### src/rtl/pcc_pkg.sv
// constants and types for the loop and source configuration block
// assumes an AXI4-Lite master and a single 20 MHz clock
package pcc_pkg;
   localparam int          ADDR_W      = 12;
   localparam int          IDX_W       = 10;
   // register indices, byte address is four times the index
   localparam logic [9:0]  IDX_LOOP    = 10'h010;
   localparam logic [9:0]  IDX_ABW     = 10'h017;
   localparam logic [9:0]  IDX_CAL     = 10'h018;
   localparam logic [9:0]  IDX_PDIV    = 10'h1E0;
   localparam logic [9:0]  IDX_SRC     = 10'h1E1;
   localparam logic [9:0]  IDX_STAT    = 10'h1F0;
   localparam logic [9:0]  IDX_UPD     = 10'h232;
   // field positions
   localparam int          PWR_LSB     = 0;
   localparam int          MODE_LSB    = 4;
   localparam int          POL_BIT     = 7;
   localparam int          ABW_LSB     = 0;
   localparam int          CUR_LSB     = 4;
   localparam int          CAL_BIT     = 0;
   localparam int          PDIV_LSB    = 0;
   localparam int          BYP_BIT     = 0;
   localparam int          SEL_BIT     = 1;
   localparam int          UPD_BIT     = 0;
   // reset values
   localparam logic [7:0]  RST_LOOP    = 8'h01;
   localparam logic [7:0]  RST_ABW     = 8'h00;
   localparam logic [7:0]  RST_CAL     = 8'h00;
   localparam logic [7:0]  RST_PDIV    = 8'h02;
   localparam logic [7:0]  RST_SRC     = 8'h00;
   localparam logic [7:0]  RST_UPD     = 8'h00;
   // field encodings
   localparam logic [1:0]  PWR_ON      = 2'h0;
   localparam logic [1:0]  PWR_DOWN    = 2'h1;
   localparam logic [2:0]  CP_HIZ      = 3'h0;
   localparam logic [2:0]  CP_UP       = 3'h1;
   localparam logic [2:0]  CP_DOWN     = 3'h2;
   localparam logic [2:0]  CP_NORMAL   = 3'h3;
   // timing count
   localparam int          CAL_CYCLES  = 64;
   localparam logic [1:0]  RESP_OKAY   = 2'h0;
   localparam logic [1:0]  RESP_SLVERR = 2'h2;

   typedef struct packed {
      logic [7:0] loop;
      logic [7:0] abw;
      logic [7:0] cal;
      logic [7:0] pdiv;
      logic [7:0] src;
   } pcc_cfg_s;
endpackage

### src/rtl/pcc_pfd.sv
// phase detector with anti-backlash window and pump mode override
// assumes both counter outputs are synchronous to clk_i
`timescale 1ns/1ps
module pcc_pfd (
   // clock and reset
   input  wire logic       clk_i,
   input  wire logic       rst_n_i,
   // counter outputs
   input  wire logic       ref_i,
   input  wire logic       fb_i,
   // active configuration
   input  wire logic       en_i,
   input  wire logic       swap_i,
   input  wire logic [2:0] mode_i,
   input  wire logic [1:0] abw_i,
   // pump commands
   output logic            up_o,
   output logic            dn_o,
   output logic            oe_o
);
   import pcc_pkg::*;
   logic       ref_p_q, fb_p_q, up_q, dn_q;
   logic [1:0] abw_cnt_q;
   wire        both_w = up_q & dn_q;
   wire        clr_w  = both_w && (abw_cnt_q == abw_i);
   wire        nup_w  = swap_i ? dn_q : up_q;
   wire        ndn_w  = swap_i ? up_q : dn_q;

   always_ff @(posedge clk_i or negedge rst_n_i) begin
      if (!rst_n_i) begin
         ref_p_q   <= 1'b0;
         fb_p_q    <= 1'b0;
         up_q      <= 1'b0;
         dn_q      <= 1'b0;
         abw_cnt_q <= 2'h0;
         up_o      <= 1'b0;
         dn_o      <= 1'b0;
         oe_o      <= 1'b0;
      end else begin
         ref_p_q   <= ref_i;
         fb_p_q    <= fb_i;
         // both high: hold for abw+1 cycles, then release together
         up_q      <= en_i && !clr_w && (up_q | (ref_i & ~ref_p_q));
         dn_q      <= en_i && !clr_w && (dn_q | (fb_i & ~fb_p_q));
         abw_cnt_q <= both_w && !clr_w ? 2'(abw_cnt_q + 2'h1) : 2'h0;
         case (mode_i)
            CP_NORMAL: begin
               up_o <= en_i & nup_w;
               dn_o <= en_i & ndn_w;
               oe_o <= en_i;
            end
            CP_UP: begin
               up_o <= en_i;
               dn_o <= 1'b0;
               oe_o <= en_i;
            end
            CP_DOWN: begin
               up_o <= 1'b0;
               dn_o <= en_i;
               oe_o <= en_i;
            end
            default: begin
               up_o <= 1'b0;
               dn_o <= 1'b0;
               oe_o <= 1'b0;
            end
         endcase
      end
   end
endmodule

### src/rtl/pcc_post_div.sv
// source selection, post-divider and bypass for the distribution clock
// assumes clock pins are far slower than clk_i and arrive asynchronously
`timescale 1ns/1ps
module pcc_post_div (
   // clock and reset
   input  wire logic       clk_i,
   input  wire logic       rst_n_i,
   // source pins, bit 0 external input, bit 1 internal oscillator
   input  wire logic [1:0] src_pins_i,
   // active configuration
   input  wire logic       sel_int_i,
   input  wire logic       bypass_i,
   input  wire logic [2:0] ratio_i,
   // distribution clock
   output logic            dist_clk_o
);
   import pcc_pkg::*;
   logic [1:0] s1_q, s2_q;
   logic       src_q, div_q;
   logic [2:0] cnt_q;
   wire        src_w  = sel_int_i ? s2_q[1] : s2_q[0];
   wire        edge_w = src_w & ~src_q;
   // 000 -> 2 ... 100 -> 6, codes above saturate at 6
   wire  [2:0] n_w    = (ratio_i > 3'h4) ? 3'h6 : 3'(ratio_i + 3'h2);
   wire  [2:0] nxt_w  = (cnt_q >= 3'(n_w - 3'h1)) ? 3'h0 : 3'(cnt_q + 3'h1);
   wire        hi_w   = nxt_w < (n_w >> 1);

   always_ff @(posedge clk_i or negedge rst_n_i) begin
      if (!rst_n_i) begin
         s1_q       <= 2'h0;
         s2_q       <= 2'h0;
         src_q      <= 1'b0;
         cnt_q      <= 3'h0;
         div_q      <= 1'b0;
         dist_clk_o <= 1'b0;
      end else begin
         s1_q       <= src_pins_i;
         s2_q       <= s1_q;
         src_q      <= src_w;
         if (edge_w) begin
            cnt_q <= nxt_w;
            div_q <= hi_w;
         end
         dist_clk_o <= bypass_i ? src_q : div_q;
      end
   end
endmodule

### src/rtl/pcc_top.sv
// loop power, pump and distribution source configuration with an
// AXI4-Lite register file, buffered values and a single apply strobe
// assumes one 20 MHz clock; clock pins are asynchronous to it
//
// The implementer's own choice: the AXI4-Lite slave port.
`timescale 1ns/1ps
module pcc_top #(
   parameter int CAL_LEN = pcc_pkg::CAL_CYCLES
) (
   // clock and reset
   input  wire logic                      clk_i,
   input  wire logic                      rst_n_i,
   // AXI4-Lite write address and data
   input  wire logic [pcc_pkg::ADDR_W-1:0] s_axi_awaddr,
   input  wire logic                      s_axi_awvalid,
   output logic                           s_axi_awready,
   input  wire logic [31:0]               s_axi_wdata,
   input  wire logic [3:0]                s_axi_wstrb,
   input  wire logic                      s_axi_wvalid,
   output logic                           s_axi_wready,
   // AXI4-Lite write response
   output logic [1:0]                     s_axi_bresp,
   output logic                           s_axi_bvalid,
   input  wire logic                      s_axi_bready,
   // AXI4-Lite read
   input  wire logic [pcc_pkg::ADDR_W-1:0] s_axi_araddr,
   input  wire logic                      s_axi_arvalid,
   output logic                           s_axi_arready,
   output logic [31:0]                    s_axi_rdata,
   output logic [1:0]                     s_axi_rresp,
   output logic                           s_axi_rvalid,
   input  wire logic                      s_axi_rready,
   // clock pins and counter outputs
   input  wire logic                      ext_clk_i,
   input  wire logic                      osc_clk_i,
   input  wire logic                      ref_div_i,
   input  wire logic                      fb_div_i,
   // loop and distribution controls
   output logic                           pll_pd_o,
   output logic                           cal_busy_o,
   output logic                           dist_clk_o,
   output logic                           pump_up_o,
   output logic                           pump_dn_o,
   output logic                           pump_oe_o,
   output logic [2:0]                     pump_cur_o
);
   import pcc_pkg::*;

   pcc_cfg_s              shd_q, act_q;
   logic [7:0]            upd_q;
   logic                  aw_full_q, w_full_q;
   logic [IDX_W-1:0]      aw_idx_q;
   logic [31:0]           wdata_q;
   logic                  wstrb0_q;
   logic [15:0]           cal_cnt_q;
   logic                  applied_q;

   // write decode, performed once both halves are held
   wire        wr_go_w  = aw_full_q && w_full_q && !s_axi_bvalid;
   wire [7:0]  wb_w     = wdata_q[7:0];
   wire        wr_en_w  = wr_go_w && wstrb0_q;
   wire        hit_loop = aw_idx_q == IDX_LOOP;
   wire        hit_abw  = aw_idx_q == IDX_ABW;
   wire        hit_cal  = aw_idx_q == IDX_CAL;
   wire        hit_pdiv = aw_idx_q == IDX_PDIV;
   wire        hit_src  = aw_idx_q == IDX_SRC;
   wire        hit_upd  = aw_idx_q == IDX_UPD;
   wire        wr_map_w = hit_loop | hit_abw | hit_cal | hit_pdiv
                        | hit_src | hit_upd;
   wire        apply_w  = wr_en_w && hit_upd && wb_w[UPD_BIT];
   // a calibration starts only on a 0 -> 1 move of the applied bit
   wire        cal_go_w = apply_w && shd_q.cal[CAL_BIT]
                        && !act_q.cal[CAL_BIT];

   // read decode
   wire [IDX_W-1:0] ar_idx_w = s_axi_araddr[ADDR_W-1:2];
   wire [7:0]  stat_w   = {5'h0, act_q.src[SEL_BIT],
                           !pll_pd_o, cal_busy_o};
   logic [7:0] rd_byte_w;
   logic       rd_map_w;
   always_comb begin
      rd_map_w  = 1'b1;
      case (ar_idx_w)
         IDX_LOOP: rd_byte_w = shd_q.loop;
         IDX_ABW:  rd_byte_w = shd_q.abw;
         IDX_CAL:  rd_byte_w = shd_q.cal;
         IDX_PDIV: rd_byte_w = shd_q.pdiv;
         IDX_SRC:  rd_byte_w = shd_q.src;
         IDX_UPD:  rd_byte_w = upd_q;
         IDX_STAT: rd_byte_w = stat_w;
         default: begin
            rd_byte_w = 8'h00;
            rd_map_w  = 1'b0;
         end
      endcase
   end

   // write address and data channels, taken in either order
   always_ff @(posedge clk_i or negedge rst_n_i) begin
      if (!rst_n_i) begin
         s_axi_awready <= 1'b1;
         s_axi_wready  <= 1'b1;
         aw_full_q     <= 1'b0;
         w_full_q      <= 1'b0;
         aw_idx_q      <= '0;
         wdata_q       <= 32'h0000_0000;
         wstrb0_q      <= 1'b0;
         s_axi_bvalid  <= 1'b0;
         s_axi_bresp   <= RESP_OKAY;
      end else begin
         if (s_axi_awvalid && s_axi_awready) begin
            aw_full_q     <= 1'b1;
            aw_idx_q      <= s_axi_awaddr[ADDR_W-1:2];
            s_axi_awready <= 1'b0;
         end
         if (s_axi_wvalid && s_axi_wready) begin
            w_full_q     <= 1'b1;
            wdata_q      <= s_axi_wdata;
            wstrb0_q     <= s_axi_wstrb[0];
            s_axi_wready <= 1'b0;
         end
         if (wr_go_w) begin
            s_axi_bvalid <= 1'b1;
            s_axi_bresp  <= wr_map_w ? RESP_OKAY : RESP_SLVERR;
         end
         if (s_axi_bvalid && s_axi_bready) begin
            s_axi_bvalid  <= 1'b0;
            aw_full_q     <= 1'b0;
            w_full_q      <= 1'b0;
            s_axi_awready <= 1'b1;
            s_axi_wready  <= 1'b1;
         end
      end
   end

   // read channel, one cycle from address to data
   always_ff @(posedge clk_i or negedge rst_n_i) begin
      if (!rst_n_i) begin
         s_axi_arready <= 1'b1;
         s_axi_rvalid  <= 1'b0;
         s_axi_rdata   <= 32'h0000_0000;
         s_axi_rresp   <= RESP_OKAY;
      end else if (s_axi_arvalid && s_axi_arready) begin
         s_axi_arready <= 1'b0;
         s_axi_rvalid  <= 1'b1;
         s_axi_rdata   <= {24'h00_0000, rd_byte_w};
         s_axi_rresp   <= rd_map_w ? RESP_OKAY : RESP_SLVERR;
      end else if (s_axi_rvalid && s_axi_rready) begin
         s_axi_rvalid  <= 1'b0;
         s_axi_arready <= 1'b1;
      end
   end

   // buffered registers, written by software only
   always_ff @(posedge clk_i or negedge rst_n_i) begin
      if (!rst_n_i) begin
         shd_q <= '{RST_LOOP, RST_ABW, RST_CAL, RST_PDIV, RST_SRC};
         upd_q <= RST_UPD;
      end else if (wr_en_w) begin
         if (hit_loop) shd_q.loop <= wb_w;
         if (hit_abw)  shd_q.abw  <= wb_w;
         if (hit_cal)  shd_q.cal  <= wb_w;
         if (hit_pdiv) shd_q.pdiv <= wb_w;
         if (hit_src)  shd_q.src  <= wb_w;
         // apply bit is never stored, so it reads back as zero
         if (hit_upd)  upd_q <= wb_w & ~8'h01;
      end
   end

   // active registers move as one word on the apply strobe
   always_ff @(posedge clk_i or negedge rst_n_i) begin
      if (!rst_n_i) begin
         act_q     <= '{RST_LOOP, RST_ABW, RST_CAL, RST_PDIV, RST_SRC};
         pll_pd_o  <= 1'b1;
         applied_q <= 1'b0;
      end else if (apply_w) begin
         act_q     <= shd_q;
         pll_pd_o  <= shd_q.loop[PWR_LSB+:2] != PWR_ON;
         applied_q <= 1'b1;
      end
   end

   // oscillator calibration timer
   always_ff @(posedge clk_i or negedge rst_n_i) begin
      if (!rst_n_i) begin
         cal_cnt_q  <= 16'h0000;
         cal_busy_o <= 1'b0;
      end else if (cal_go_w) begin
         cal_cnt_q  <= 16'(CAL_LEN - 1);
         cal_busy_o <= 1'b1;
      end else if (cal_cnt_q != 16'h0000) begin
         cal_cnt_q  <= 16'(cal_cnt_q - 16'h0001);
      end else begin
         cal_busy_o <= 1'b0;
      end
   end

   always_ff @(posedge clk_i or negedge rst_n_i) begin
      if (!rst_n_i) pump_cur_o <= 3'h0;
      else          pump_cur_o <= act_q.abw[CUR_LSB+:3];
   end

   pcc_post_div u_post_div (
      .clk_i      (clk_i),
      .rst_n_i    (rst_n_i),
      .src_pins_i ({osc_clk_i, ext_clk_i}),
      .sel_int_i  (act_q.src[SEL_BIT]),
      .bypass_i   (act_q.src[BYP_BIT]),
      .ratio_i    (act_q.pdiv[PDIV_LSB+:3]),
      .dist_clk_o (dist_clk_o)
   );

   // polarity only swaps pump sense with an external oscillator
   wire swap_w = act_q.loop[POL_BIT] && !act_q.src[SEL_BIT];

   pcc_pfd u_pfd (
      .clk_i   (clk_i),
      .rst_n_i (rst_n_i),
      .ref_i   (ref_div_i),
      .fb_i    (fb_div_i),
      .en_i    (!pll_pd_o),
      .swap_i  (swap_w),
      .mode_i  (act_q.loop[MODE_LSB+:3]),
      .abw_i   (act_q.abw[ABW_LSB+:2]),
      .up_o    (pump_up_o),
      .dn_o    (pump_dn_o),
      .oe_o    (pump_oe_o)
   );
endmodule

### config.mk
export PLATFORM = sky130hd
export DESIGN_NAME = pcc_top
export DESIGN_NICKNAME = d
export VERILOG_FILES = /design/src/rtl/pcc_pkg.sv /design/src/rtl/pcc_pfd.sv /design/src/rtl/pcc_post_div.sv /design/src/rtl/pcc_top.sv
export SDC_FILE = /design/constraint.sdc
export NUM_CORES = 1
export LEC_CHECK = 0
export BUFFER_PORTS_ARGS = -buffer_cell sky130_fd_sc_hd__buf_2
export CAP_MARGIN = 20
export CORE_ASPECT_RATIO = 0.75
export CORE_MARGIN = 1.5
export CORE_UTILIZATION = 60
export DETAILED_ROUTE_END_ITERATION = 10
export GPL_TIMING_DRIVEN = 0
export PLACE_DENSITY = 0.87
export SETUP_SLACK_MARGIN = 0.5
export SYNTH_ARGS = -nofsm -noshare
export SYNTH_HDL_FRONTEND = slang
export SYNTH_SLANG_ARGS = --single-unit
export TNS_END_PERCENT = 50
### constraint.sdc
create_clock -name clk_i -period 3.8 [get_ports clk_i]
set_input_delay 0.57 -clock clk_i [delete_from_list [all_inputs] [get_ports clk_i]]
set_output_delay 0.57 -clock clk_i [all_outputs]
set_load 0.05 [all_outputs]
==> impl_results.md, run 1 <==
* VDD IR max at just over 500 µV
* Largest net degree at the start of global routing at 72
* Synthesized instance count at 558
* Internal power at roughly 3500 µW
* Ys async rst share at 1.00
* Worst-path cell chain: nor2b_1, ha_1, ha_1, a21o_1, a21oi_1, and2_1, ha_1, a21o_1, a221oi_1, mux2_2
* I/O Pins at about 120
* Grt ovf at 0
* Setup Crit Path Kind: flop to flop
* Standard-cell rows at 32
* Post-synth top area cell: dfrtp_1
* H-tree lvl count at 4
* Sw Share at 0.332
* Mean area per synthesized cell at around 11 µm²
* Cell with the most instances after synthesis: dfrtp_1
* Relative slew slack at 0.459
* #FFs+latches synth at approximately 140
* Setup_tns at 0 ns
* Critical Path Max Stage Delay at 0.54 ns
* Total wire length at roughly 14000 µm
* Vias per cell at between 5 and 6
* Filler instances at around 680
* CTS tree: done
* YS warnings at 0
* Vias in the first global route at 4611
* Final setup viols at 0
* Initial cell density of the core at 0.621
* Synth top cells by count: 131 x dfrtp_1, 72 x mux2_2, 70 x nand2_1
* Synth-to-Final Area Change at 19.6%
* HPWL after DPL at 9440 µm
* Diodes inserted at 0
* Num CTS Buffers at 17
* Number of remaining DRC errors at 0
* CP max stage cell: dfstp_2
* PostCTS Resize Cnt at 0
* Clk buf depth at 2
* Post-synth EDFFs at 0
* Chip width at 122 µm
* Gpl congestion at slightly above 0.8
* Reg2reg path depth at 10
* ANT nets after route at 0
* Setup Fix Bufs, Post-CTS at 0
* GRT Util Overall at 0.269
* Routed length per instance at 17.5 µm
* RSZ-0062 raised after global routing: false
* Place WS at approximately 0.96 ns
* Latest clock arrival within the worst-skew pair at roughly 0.42 ns
* # Max-Cap Violations at 0
* Ys flop type: dfrtp_1
* Final net count at around 740
* # clock sinks at around 140
* Post-Route Utilization at 0.742
* Sequential power share at 0.408
* Psw at 1730 µW
* Critical Path Fanout Max at 4
* Final hold vios at 0
* Clk pwr share at 0.349
* Clk slew on worst S/H paths at 0.05 ns
* Synth top area share at 0.511
* Iter 0 DRT Violations at 389
* Final Slew Violations at 0
* Mapped Area at 0.00641 mm²
* Min Tclk post-route at just under 3 ns
* First-pass GRT wire length at between 20000 and 25000 µm
* CTS Hold Bufs at 0
* Areal power density over the cells at 680 mW/mm²
* Layout cell share with drive strength beyond 1 at 0.331
* Max Clock Skew at 0.00511 ns
* Bufs and invs on worst path at 0
* Hold crit path type: primary input to async pin
* P_leak at ~0.0038 µW
* Critical Path Stages at 10
* Port-buffer cells at 61
* CP startpoint kind: flop
* Final worst-path cycle share at 0.769
* Worst-Margin Slew at 0.806 ns
* Register area share after synthesis at 0.540
* Total die area at roughly 0.011 mm²
* CP delay by family, top: compound AO/OA/AOI/OAI gates
* Crit. End Element: flop
* Req. time, crit path at 4.16 ns
* Status: completed
* Most used cell, CP: ha_1
* Max Fclk at 342 MHz
* Combinational power share at 0.242
* Top cells by area, synth: dfrtp_1 51%, mux2_2 13%, nand2_1 4.1%
* Core area at between 0.01 and 0.015 mm²
* Register-to-register setup slack at 0.88 ns
* Unique masters post-synth at 66
* Vias at roughly 4700
* Setup ws final at a little under 0.9 ns
* Number of detailed-route iterations in the first pass at 5
* Antenna violations before repair at 0
* Die Ht at 92.5 µm
* Arrival time of the worst setup path at 3.28 ns
* Clock Tree Root: clkbuf_16
[flip-flops by register name, summed over array words and instances, names as in the netlist, 2 cells and up]
signal            count
shd_q                40
pump_cur_o            3
s_axi_rdata           8
act_q                15
aw_idx_q             10
u_pfd.abw_cnt_q       2
cal_cnt_q            16
upd_q                 7
u_post_div.cnt_q      3
wdata_q               8
u_post_div.s1_q       2
u_post_div.s2_q       2
[cell usage in the layout, fill, tap and decap left out, types with 9 or more instances in the layout]
master     Yosys  layout
inv_1         13      13
nand2_1       70      70
a21oi_1       24      24
nor2_1        38      38
mux2i_1       13      13
conb_1         1      26
clkbuf_16      0      17
clkbuf_1       7       9
xor2_1        13      13
o21ai_0       14      14
dfrtp_1      131     131
buf_4         27      27
nand2b_1       9       9
nor3_1        13      13
buf_2          2      62
mux2_2        72      72
[through the flow]
step / instances / hold slack [ns] / total power, µW / cell area, µm²
after global routing: 813 / 0.185 / 5440 / 7670
after detailed placement: 781 / 0.336 / 3370 / 7020
after floorplan: 583 / 0.274 / 3020 / 6510
after CTS: 813 / 0.163 / 5220 / 7670
final: 813 / 0.136 / 5220 / 7670
after global placement: 780 / 0.337 / 3280 / 6980
[layout make-up]
class	count	area (µm²)	area share
clock inverter	11	193	0.0251
buffer	43	314	0.0410
multi-input combinational	389	2680	0.350
timing repair buffer	62	339	0.0442
tap	136	170	0.0222
inverter	13	48.8	0.00636
sequential	138	3460	0.451
clock buffer	21	460	0.0600
[worst register-to-register path: cells and delay by family, from the launching register on]
family	cells	cell delay, ns
simple gates	2	0.42
compound gates	4	0.91
fa+ha+maj	3	0.79
flops	1	0.54
mux	1	0.20
[cells by family (layout without fill, tap and decap cells)]
family | Yosys count | after routing | synth area share
xor+xnor | 15 | 15 | 0.0205
flops | 138 | 138 | 0.540
mux | 85 | 85 | 0.147
fa+ha+maj | 7 | 7 | 0.0137
simple gates | 184 | 184 | 0.152
compound gates | 72 | 72 | 0.0702
other cells | 1 | 26 | 0.000585
buf+inv | 56 | 150 | 0.0566
[worst paths after layout]
path	endpoint	from
max in group asynchronous	shd_q[32]	rst_n_i
setup reg to reg	u_post_div.div_q	act_q[9]
hold reg to reg	u_post_div.s2_q[1]	u_post_div.s1_q[1]
hold / removal	u_post_div.cnt_q[2]	rst_n_i
min in group clk_i	u_post_div.s1_q[0]	ext_clk_i
setup / recovery	u_post_div.div_q	act_q[9]
[routing by layer]
metal,share of wire,global-route usage
met5,0,0
met4,0.024,0.118
met3,0.059,0.0560
met2,0.49,0.442
met1,0.43,0.346
[power groups by stage]
stage | Combinational, µW | Sequential, µW | Clock, µW
3_3_place_gp | 1180 | 2090 | 0
5_1_grt | 1370 | 2170 | 1900
4_1_cts | 1270 | 2120 | 1830
3_5_place_dp | 1240 | 2130 | 0
6_report | 1260 | 2130 | 1820
2_1_floorplan | 743 | 2280 | 0
No activity file was read; power rests on OpenSTA's default activity.
==> run 2: changes to the inputs <==
Settings changed: CORE_UTILIZATION 60 to 50, PLACE_DENSITY 0.87 to 0.78.
Clock period 3.8 ns to 2.58 ns, I/O delays scaled along.
==> impl_results.md, run 2 (synthesized netlist as in run 1, its figures left out) <==
* Status: completed
* Biggest regs: shd_q x40, cal_cnt_q x16, act_q x15
* GRT Util Overall at 0.220
* Min Tclk post-route at between 2 and 2.5 ns
* Post-route insts no fill at 862
* Worst-Margin Slew at around 0.74 ns
* Commonest cells after routing, fill and taps aside: 128 x dfrtp_1, 68 x nand2_1, 62 x mux2_2
* Core area at about 0.012 mm²
* Grt ovf at 0
* Iter 0 DRT Violations at 270
* Number of remaining DRC errors at 0
* Initial cell density of the core at 0.517
* Crit. End Element: flop
* Clk buf depth at 2
* Vias in the first global route at 4499
* Final setup viols at 0
* Diodes inserted at 0
* CTS tree: done
* Placed instance count at a little over 800
* Critical Path Fanout Max at 2
* Max FFs per register at 40
* Areal power density over the cells at around 960 mW/mm²
* Final worst-path cycle share at 0.933
* Largest net degree at the start of global routing at roughly 110
* Antenna violations before repair at 0
* Synth-to-Final Area Change at 26.3%
* RSZ-0062 raised after global routing: true
* Largest register by flop count: shd_q
* ANT nets after route at 0
* Filler instances at 923
* Vias at around 4500
* Total wire length at roughly 14000 µm
* CP startpoint kind: flop
* Most common cell after layout, fill and taps aside: dfrtp_1
* Hold crit path type: primary input to flop
* Relative slew slack at 0.500
* Routed length per instance at ~16 µm
* Die Ht at a little over 100 µm
* Max Fclk at approximately 420 MHz
* Setup_tns at 0 ns
* Post-DP Area at between 0.007 and 0.008 mm²
* H-tree lvl count at 4
* Max Clock Skew at 0.00650 ns
* Req. time, crit path at between 2 and 3 ns
* Total die area at between 0.01 and 0.015 mm²
* Port-buffer cells at 61
* Gpl congestion at 0.857
* Final hold vios at 0
* Layout cell share with drive strength beyond 1 at 0.398
* Chip width at 134 µm
* Post-route cell area at 0.00810 mm²
* Final net count at about 760
* Final Slew Violations at 0
* Arrival time of the worst setup path at about 2.8 ns
* Vias per cell at around 5.3
* HPWL after DPL at between 9000 and 10000 µm
* Latest clock arrival within the worst-skew pair at around 0.41 ns
* Setup ws final at roughly 0.17 ns
* Place WS at -0.0439 ns
* Num CTS Buffers at 17
* First-pass GRT wire length at approximately 23000 µm
* VDD IR max at about 780 µV
* Clock Tree Root: clkbuf_16
* P_leak at 0.00394 µW
* # clock sinks at 138
* Number of detailed-route iterations in the first pass at 5
* I/O Pins at approximately 120
* Setup Crit Path Kind: flop to flop
* # Max-Cap Violations at 0
* Standard-cell rows at 35
* Clk slew on worst S/H paths at approximately 0.06 ns
run 2: changes by cell type in the layout (fill, tap and decap cells not counted), sizes merged:
cell / previous run / this run
bufinv: 5 / 3
buf: 97 / 116
clkinvlp: 2 / 3
dlygate4sd3: 0 / 1
clkbuf: 29 / 25
clkinv: 4 / 6
inv: 13 / 15
run 2: through the flow:
step	util	hold WS (ns)	power, µW
2_1_floorplan	-	0.0914	4500
3_3_place_gp	0.573	0.335	4890
3_5_place_dp	0.575	0.295	5030
4_1_cts	0.643	0.0664	7730
5_1_grt	0.654	0.0677	8200
6_report	0.654	0.0765	7810
run 2: area by class of cell:
cell class	instances	area [µm²]	area share
Multi-Input combinational cell	389	2920	0.361
Sequential cell	138	3470	0.428
Clock inverter	14	171	0.0212
Clock buffer	17	425	0.0525
Tap cell	166	208	0.0256
Timing Repair Buffer	82	523	0.0646
Inverter	13	48.8	0.00602
Buffer	43	334	0.0412
run 2: power by group:
part / internal (µW) / switching (µW)
Clock: 1520 / 940
Combinational: 969 / 1250
Sequential: 2640 / 495
run 2: layer usage:
layer	vias up	global-route usage	part of all wire
li1	2165	-	-
met1	2231	0.293	0.45
met2	130	0.342	0.48
met3	23	0.0674	0.055
met4	0	0.0836	0.019
met5	-	0	0
run 2: repair_timing:
item                                   4_1_cts  5_1_grt
setup buffers                               11        7
gates cloned                                 1        0
hold buffers                                 1        0
endpoints found under the hold margin       32        0
pin swaps                                   22       10
gates resized for setup                     31       20
setup endpoints to repair                   74       78
run 2: final timing paths:
path / start / to / slack (ns) / cells after the start
hold reg to reg: u_post_div.s1_q[1] / u_post_div.s2_q[1] / 0.35 / 0
max in group asynchronous: rst_n_i / aw_idx_q[2] / 1.32 / 3
setup reg to reg: act_q[9] / u_post_div.div_q / 0.17 / 10
min in group asynchronous: rst_n_i / u_post_div.s1_q[0] / 0.43 / 2
setup / recovery: act_q[9] / u_post_div.div_q / 0.17 / 10
hold / removal: osc_clk_i / u_post_div.s1_q[1] / 0.08 / 1
run 2: worst max-delay path, cell delays in order (launching register included):
cell and delay [ns]:
dfstp_2 0.53, nor2b_4 0.16, ha_4 0.21, ha_4 0.20, a21o_1 0.16, a21oi_2 0.15
and2_4 0.19, ha_4 0.20, a21o_1 0.16, a221oi_2 0.22, mux2_4 0.18
